## src/design/uprpp_pkg.sv

```systemverilog
// Purpose: shared constants for the printer-port strobe engine
// Assumes: sys_clk at 250 MHz
// Notes:   times kept in ns or ms; cycle counts derived from the clock rate
package uprpp_pkg;
  // ==========================================================
  // clock
  localparam int unsigned CLK_MHZ         = 250;
  localparam int unsigned CLK_PERIOD_NS   = 4;
  // ==========================================================
  // reset timing
  localparam int unsigned POR_TIME_MS     = 20;
  localparam int unsigned EXT_DELAY_MS    = 30;
  localparam int unsigned EXT_MIN_NS      = 100;
  localparam int unsigned POR_CYCLES      = POR_TIME_MS * 1000 * CLK_MHZ;
  localparam int unsigned EXT_DELAY_CYC   = EXT_DELAY_MS * 1000 * CLK_MHZ;
  localparam int unsigned EXT_MIN_CYC     = (EXT_MIN_NS + CLK_PERIOD_NS - 1) / CLK_PERIOD_NS;
  // ==========================================================
  // print timing, ns
  localparam int unsigned LOW_SLOW_NS     = 840;
  localparam int unsigned LOW_FAST_NS     = 420;
  localparam int unsigned HIGH_SLOW_NS    = 800;
  localparam int unsigned HIGH_FAST_NS    = 560;
  localparam int unsigned SETUP_NS        = 240;
  localparam int unsigned HOLD_NS         = 240;
  localparam int unsigned BUSY_GAP_NS     = 160;
  localparam int unsigned ACK_GAP_NS      = 160;
  // least times round up
  localparam int unsigned LOW_SLOW_CYC    = (LOW_SLOW_NS + CLK_PERIOD_NS - 1) / CLK_PERIOD_NS;
  localparam int unsigned LOW_FAST_CYC    = (LOW_FAST_NS + CLK_PERIOD_NS - 1) / CLK_PERIOD_NS;
  localparam int unsigned HIGH_SLOW_CYC   = (HIGH_SLOW_NS + CLK_PERIOD_NS - 1) / CLK_PERIOD_NS;
  localparam int unsigned HIGH_FAST_CYC   = (HIGH_FAST_NS + CLK_PERIOD_NS - 1) / CLK_PERIOD_NS;
  localparam int unsigned SETUP_CYC       = (SETUP_NS + CLK_PERIOD_NS - 1) / CLK_PERIOD_NS;
  localparam int unsigned HOLD_CYC        = (HOLD_NS + CLK_PERIOD_NS - 1) / CLK_PERIOD_NS;
  localparam int unsigned BUSY_GAP_CYC    = (BUSY_GAP_NS + CLK_PERIOD_NS - 1) / CLK_PERIOD_NS;
  localparam int unsigned ACK_GAP_CYC     = (ACK_GAP_NS + CLK_PERIOD_NS - 1) / CLK_PERIOD_NS;
  // ==========================================================
  // widths
  localparam int unsigned CNT_W           = 24;
  localparam int unsigned TIM_W           = 8;
  localparam logic [TIM_W-1:0] TIM_ONE    = 8'h01;
  localparam logic [7:0]  DATA_RST        = 8'h00;
  // ==========================================================
  // states
  typedef enum logic [2:0] {
    UPRPP_RESET = 3'b000,
    UPRPP_IDLE  = 3'b001,
    UPRPP_SETUP = 3'b010,
    UPRPP_LOW   = 3'b011,
    UPRPP_HOLD  = 3'b100,
    UPRPP_WAIT  = 3'b101
  } uprpp_state_type;
endpackage

```

## src/design/uprpp_top.sv

```systemverilog
// Purpose: parallel printer-port strobe engine with reset delays and strap
// Assumes: all inputs synchronous to sys_clk; printer keeps its handshake
// Notes:   one byte per request; high-speed mode ignores ack
//
// Function
// - the logic runs from one fixed clock, here sys_clk, with all times as cycle counts.
// - after power-up the port stays in reset for the power-up delay before working.
// - after a valid external reset the port stays in reset for the 30 ms delay.
// - the strobe is low for 840 ns in low speed and 420 ns in high speed, never over 10000 ns.
// - the strobe stays high at least 800 ns low speed and 560 ns high speed between pulses.
// - data is on the bus at least 240 ns before the strobe falls.
// - data stays stable at least 240 ns after the strobe rises.
// - a strobe starts no sooner than 160 ns after busy falls.
// - in low speed, a strobe starts no sooner than 160 ns after ack rises.
// - serial clock and data tied together, with the data pin read low, at startup selects printer port mode.
// - serial clock and data both floating at startup selects serial mode instead.
// - low-speed mode waits on both ack and busy before the next byte.
// - a low-speed and a high-speed print mode are selectable.
`timescale 1ns/10ps
`default_nettype none
module uprpp_top
  import uprpp_pkg::*;
#(
  parameter int unsigned POR_CYC   = POR_CYCLES,
  parameter int unsigned EXTD_CYC  = EXT_DELAY_CYC
) (
  input  wire logic       sys_clk,
  input  wire logic       rst_n,
  input  wire logic       ext_reset_in,
  input  wire logic       high_speed,
  input  wire logic       scl_in,
  input  wire logic       sda_in,
  input  wire logic       sda_drive_in,
  input  wire logic       tx_valid,
  input  wire logic [7:0] tx_data,
  input  wire logic       busy,
  input  wire logic       ack_n,
  output logic            tx_ready,
  output logic [7:0]      pdata,
  output logic            data_strobe_n,
  output logic            printer_mode,
  output logic            serial_mode,
  output logic            port_active
);
  uprpp_state_type    state_r;
  logic [CNT_W-1:0]   rst_cnt_r;
  logic [TIM_W-1:0]   ext_cnt_r;
  logic [TIM_W-1:0]   tim_r;
  logic [TIM_W-1:0]   busy_gap_r;
  logic [TIM_W-1:0]   ack_gap_r;
  logic               ext_valid;
  logic               mode_r;
  logic               slow_low;

  // ==========================================================
  // external reset qualification: held long enough to count
  // a glitch shorter than the minimum width leaves the port alone;
  // the count saturates so a long hold keeps ext_valid standing
  assign ext_valid = (ext_cnt_r >= TIM_W'(EXT_MIN_CYC));

  always_ff @(posedge sys_clk or negedge rst_n) begin
    if (!rst_n) begin
      ext_cnt_r <= '0;
    end else if (ext_reset_in) begin
      if (!ext_valid) begin
        ext_cnt_r <= ext_cnt_r + TIM_ONE;
      end
    end else begin
      ext_cnt_r <= '0;
    end
  end

  // ==========================================================
  // reset hold counter: power-up then external delay
  // reloaded for as long as a qualified external reset stands,
  // so the delay is reckoned from its release
  always_ff @(posedge sys_clk or negedge rst_n) begin
    if (!rst_n) begin
      rst_cnt_r <= '0;
    end else if (ext_valid) begin
      rst_cnt_r <= CNT_W'(EXTD_CYC);
    end else if (state_r == UPRPP_RESET && rst_cnt_r == '0 && !port_active) begin
      rst_cnt_r <= CNT_W'(POR_CYC);
    end else if (rst_cnt_r != '0) begin
      rst_cnt_r <= rst_cnt_r - CNT_W'(1);
    end
  end

  // ==========================================================
  // strap capture while in reset, serial lines tied with the data pin read low selects printer
  // sampled on every reset cycle so the last level before the port
  // wakes counts in printer mode, while in serial mode sampling goes on after the port wakes
  always_ff @(posedge sys_clk or negedge rst_n) begin
    if (!rst_n) begin
      mode_r <= 1'b0;
    end else if (state_r == UPRPP_RESET) begin
      mode_r <= (scl_in == sda_drive_in) && !sda_in;
    end
  end

  // ==========================================================
  // gap timers since busy fell and ack rose
  // each timer is reloaded while its line is still active, so it stands
  // full on the first edge that sees the line released and no strobe
  // can start in that same cycle
  always_ff @(posedge sys_clk or negedge rst_n) begin
    if (!rst_n) begin
      busy_gap_r <= '0;
      ack_gap_r  <= '0;
    end else begin
      // busy high holds its timer full
      if (busy) begin
        busy_gap_r <= TIM_W'(BUSY_GAP_CYC);
      end else if (busy_gap_r != '0) begin
        busy_gap_r <= busy_gap_r - TIM_ONE;
      end
      // ack low holds its timer full
      if (!ack_n) begin
        ack_gap_r <= TIM_W'(ACK_GAP_CYC);
      end else if (ack_gap_r != '0) begin
        ack_gap_r <= ack_gap_r - TIM_ONE;
      end
    end
  end

  assign slow_low = !high_speed;

  // ==========================================================
  // strobe sequencer
  // held in reset while a qualified external reset stands or the
  // hold counter runs; port_active rises on the counter's last cycle
  always_ff @(posedge sys_clk or negedge rst_n) begin
    if (!rst_n) begin
      state_r       <= UPRPP_RESET;
      tim_r         <= '0;
      pdata         <= DATA_RST;
      data_strobe_n <= 1'b1;
      tx_ready      <= 1'b0;
      port_active   <= 1'b0;
    end else if (ext_valid || (state_r == UPRPP_RESET && rst_cnt_r != '0)
                 || (state_r == UPRPP_RESET && !port_active && rst_cnt_r == '0)) begin
      state_r       <= UPRPP_RESET;
      data_strobe_n <= 1'b1;
      tx_ready      <= 1'b0;
      port_active   <= ext_valid ? 1'b0 : (rst_cnt_r == CNT_W'(1));
    end else begin
      port_active <= 1'b1;
      unique case (state_r)
        UPRPP_RESET: begin
          if (mode_r) begin
            state_r  <= UPRPP_IDLE;
            tx_ready <= 1'b1;
          end
        end
        UPRPP_IDLE: begin
          if (tx_valid && tx_ready) begin
            pdata    <= tx_data;
            tx_ready <= 1'b0;
            tim_r    <= TIM_W'(SETUP_CYC);
            state_r  <= UPRPP_SETUP;
          end
        end
        UPRPP_SETUP: begin
          // handshake gates looked at only once set-up has run out
          if (tim_r > TIM_ONE) begin
            tim_r <= tim_r - TIM_ONE;
          end else if (!busy && busy_gap_r == '0
                       && (!slow_low || (ack_n && ack_gap_r == '0))) begin
            data_strobe_n <= 1'b0;
            tim_r         <= slow_low ? TIM_W'(LOW_SLOW_CYC) : TIM_W'(LOW_FAST_CYC);
            state_r       <= UPRPP_LOW;
          end
        end
        UPRPP_LOW: begin
          if (tim_r > TIM_ONE) begin
            tim_r <= tim_r - TIM_ONE;
          end else begin
            data_strobe_n <= 1'b1;
            tim_r         <= TIM_W'(HOLD_CYC);
            state_r       <= UPRPP_HOLD;
          end
        end
        UPRPP_HOLD: begin
          if (tim_r > TIM_ONE) begin
            tim_r <= tim_r - TIM_ONE;
          end else begin
            // remaining high time beyond the hold
            tim_r   <= slow_low ? TIM_W'(HIGH_SLOW_CYC - HOLD_CYC)
                                : TIM_W'(HIGH_FAST_CYC - HOLD_CYC);
            state_r <= UPRPP_WAIT;
          end
        end
        UPRPP_WAIT: begin
          if (tim_r > TIM_ONE) begin
            tim_r <= tim_r - TIM_ONE;
          end else begin
            tx_ready <= 1'b1;
            state_r  <= UPRPP_IDLE;
          end
        end
        default: begin
          state_r <= UPRPP_RESET;
        end
      endcase
    end
  end

  // ==========================================================
  // function strap outputs
  // only updated while the port is awake, so both read low until it first wakes and hold through an external reset
  always_ff @(posedge sys_clk or negedge rst_n) begin
    if (!rst_n) begin
      printer_mode <= 1'b0;
      serial_mode  <= 1'b0;
    end else if (port_active) begin
      printer_mode <= mode_r;
      serial_mode  <= !mode_r;
    end
  end
endmodule
`default_nettype wire

```

## config.mk

```make
export PLATFORM = sky130hd
export DESIGN_NAME = uprpp_top
export DESIGN_NICKNAME = d
export VERILOG_FILES = /design/src/design/uprpp_pkg.sv /design/src/design/uprpp_top.sv
export SDC_FILE = /design/constraint.sdc
export NUM_CORES = 1
export LEC_CHECK = 0
export BUFFER_PORTS_ARGS = -buffer_cell sky130_fd_sc_hd__buf_2
export CORE_MARGIN = 1
export CORE_UTILIZATION = 35
export DETAILED_ROUTE_END_ITERATION = 8
export SKIP_CTS_REPAIR_TIMING = 1
export SYNTH_ARGS = -nofsm -noshare
export SYNTH_HDL_FRONTEND = slang
export SYNTH_SLANG_ARGS = --single-unit
```

## constraint.sdc

```tcl
create_clock -name sys_clk -period 7.5 [get_ports sys_clk]
set_clock_uncertainty 0.15 [all_clocks]
set_input_delay 1.875 -clock sys_clk [delete_from_list [all_inputs] [get_ports sys_clk]]
set_output_delay 1.875 -clock sys_clk [all_outputs]
set_load 0.01 [all_outputs]
```

==> results.cfg <==
[timing]
setup_total_negative_slack_ps = 0
final_hold_viol_count = 0
drv_slew = 0
tightestPinTransition_ps = 906
timing.fmax_ghz = 0.295
grt_setup_unrepaired = false
final_period_minus_worst_setup_slack_ps = 3390
final_worst_path_cycle_share = 0.452
final-setup-viol-count = 0
relSlewSlack = 0.396

[placed_design]
placed_cells = 567
placement.cell_area_sq_um = 4280
port-buffer-count = 30
gp_routability_congestion = 0.775
place_hpwl_mm = 5.70

[floorplanning]
ios = 31
die_width_um = 109
core_area_sq_um = 11000
floorplan_die_area_sq_um = 11800
core.rowCount = 38
initial_core_util = 0.364
die-height_um = 109

[cts]
tritoncts_num_sinks = 73
cts_made_buffers = 9
root_buffer = clkbuf_16
cts_htree_levels = 3
clock_pin_transition_on_the_worst_setup_and_hold_timing_paths_ps = 60
clk-insertion-delay-late_ps = 330
ctsLongestPathBuffers = 2
tritoncts = built

[layout]
synthToLayoutAreaGrowth_pct = 14.6
insertedDiodeCount = 0
final_net_count = 467
n_fill_cell = 1050
layout.cells.non_filler = 583
drive_gt1_frac = 0.163
final_instance_area_sq_um = 4580

[routing]
route.detailed.drc = 0
final_antenna_net_count = 0
first_pass_iters = 4
drt-total-wl_mm = 8.14
initialDrtViolationCount = 141
via_per_inst = 5.22
dr_total_vias = 3043
detail_route.wl_per_cell_um = 14.0

[setup_path]
required_ps = 7560
crit_path_max_fanout = 8
critical_path.endpoint_type = flop
cp_data_arrival_time_ps = 3450
critical_path.slowest_cell = a221o_1
cpPeakStageDelay_ps = 480
path_cells = buf_2 -> inv_1 -> a311oi_1 -> a21o_1 -> o21ai_1 -> a221o_1 -> mux2_1
ff2ff_setup_slack_ps = 4510
cp-start-kind = input pin
crit_type = input pin to flop

[yosys]
syn_inst = 408
synth_fp_nets = 437
synth-async-reset-ratio = 1.00
synth.cell_area_sq_um = 4000
ys_warn_count = 0
postSynth.topFlopCell = dfrtp_1
yosys.area.top_type = dfrtp_1
post-synth-top-area-fraction = 0.451
postSynthRegisterBits = 73
ys_top_cells_by_area = dfrtp_1 45%, xnor2_1 4.4%, ha_1 3.4%
library_cells_used_by_synthesis = 62
synth.avg_cell_area_sq_um = 9.79
synth_sequential_area_ratio = 0.457
number_of_synthesized_flops_with_an_enable_pin = 0

[pwr]
ir_drop_worst_vdd_mv = 0.145
power-per-cell-area_nw_per_um2 = 319
leakagePower_uw = 0.00202
total_power_uw = 1460

[global_routing]
grt.total_usage = 0.152
antenna_found_initial = 0
overflow_left_after_global_routing = 0
grt_start_max_net_pins = 74
first_global_vias = 3105
grt_pass1_wl_mm = 14.3

[min_path]
min-delay-path-class = flop to flop

[status]
outcome = complete, no violations

[job]
drv.max_cap_violation_count = 0
-- sequential cells by signal, summed over array words and instances, names as in the netlist, 3 cells and up --
register,count
rst_cnt_r,24
ack_gap_r,8
busy_gap_r,8
pdata,8
ext_cnt_r,8
state_r,3
tim_r,8
-- synthesized netlist by cell type, types with 11 or more instances --
cell type and n:
mux2_2 12, nand2_1 35, a21oi_1 23, and2_1 14, dfrtp_1 72, xor2_1 13, ha_1 11, nor3_1 14
nor2_1 35, inv_1 17, xnor2_1 20, nand3_1 12
-- critical path, delay by kind of cell --
family	cells	cell delay [ps]
AOI/OAI and AO/OA	4	970
buffers and inverters	2	220
muxes	1	380
-- layout make-up --
type,instances,area [sq um],share of cell area
sequential,73,1830,0.399
timing repair buffer,31,160,0.0350
clock buffer,10,229,0.0500
tap,140,175,0.0383
inverter,17,63.8,0.0139
clock inverter,6,70.1,0.0153
multi-input combinational,306,2050,0.448
-- where the power goes --
part | switching, uW | internal, uW
clock | 169 | 259
combinational | 207 | 192
sequential | 122 | 510
total | 497 | 961
-- worst paths after layout --
path                                          start                         to  cells after the start
max reg2reg                rst_cnt_r[0]$_DFFE_PN0P_  rst_cnt_r[15]$_DFFE_PN0P_                      7
min                        ext_cnt_r[6]$_DFFE_PN0P_   ext_cnt_r[6]$_DFFE_PN0P_                      1
max in group asynchronous                     rst_n     state_r[0]$_DFFE_PN0P_                      1
max                                            busy       tim_r[7]$_DFFE_PN0P_                      7
min reg2reg                ext_cnt_r[6]$_DFFE_PN0P_   ext_cnt_r[6]$_DFFE_PN0P_                      1
min in group asynchronous                     rst_n   ack_gap_r[4]$_DFFE_PN0N_                      1
-- cells by family (layout without fill, tap and decap cells) --
logic type / after synthesis / after routing / share of synthesized area
AOI/OAI and AO/OA: 72 / 72 / 0.117
adders and majority gates: 11 / 11 / 0.0344
muxes: 21 / 21 / 0.0570
and+or+nand+nor: 169 / 169 / 0.233
DFF: 73 / 73 / 0.457
xor gates and xnor gates: 33 / 33 / 0.0723
buffers and inverters: 29 / 64 / 0.0291
-- placed cells by master, fill, tap and decap left out, types with 2 or more instances in the layout --
master	n
nor4_2	2
mux2_2	12
or4_4	2
o31ai_1	4
clkbuf_16	9
buf_2	29
nand4_1	3
ha_1	11
and2_1	14
nor3_1	14
xor2_1	13
clkinvlp_4	3
o21ai_2	2
nand3b_1	5
nor3b_1	5
inv_1	17
nand2_1	35
clkinv_4	2
xnor2_1	20
buf_4	2
o21ai_0	10
or3_1	5
nor2_1	35
dfrtp_1	72
a21oi_1	23
a211o_1	2
mux2_1	2
a211oi_1	4
nand3_1	12
nand2b_1	6
or2_2	2
o41ai_1	2
mux2i_1	7
nor2b_1	3
nor4_1	9
o22ai_1	5
o21ai_1	3
o211ai_1	3
a21boi_0	2
and3_1	6
-- metal layers --
| layer | global-route usage | vias to the layer above | share of wire | wire [um] |
|---|---|---|---|---|
| met5 | 0 | - | 0 | 0 |
| met1 | 0.189 | 1482 | 0.46 | 3740 |
| met2 | 0.258 | 39 | 0.49 | 4000 |
| met4 | 0.0569 | 0 | 0.013 | 103 |
| met3 | 0.0347 | 9 | 0.036 | 297 |
| li1 | - | 1513 | - | - |
-- metrics by stage --
| step | hold slack (ps) | setup WS, ps | util |
|---|---|---|---|
| 3_5_place_dp | 322 | 3760 | 0.390 |
| 3_3_place_gp | 321 | 3770 | 0.390 |
| 6_report | 337 | 4110 | 0.417 |
| 2_1_floorplan | 305 | 4120 | - |
| 4_1_cts | 342 | 4110 | 0.417 |
| 5_1_grt | 359 | 3940 | 0.417 |
No activity file was read; power rests on OpenSTA's default activity.
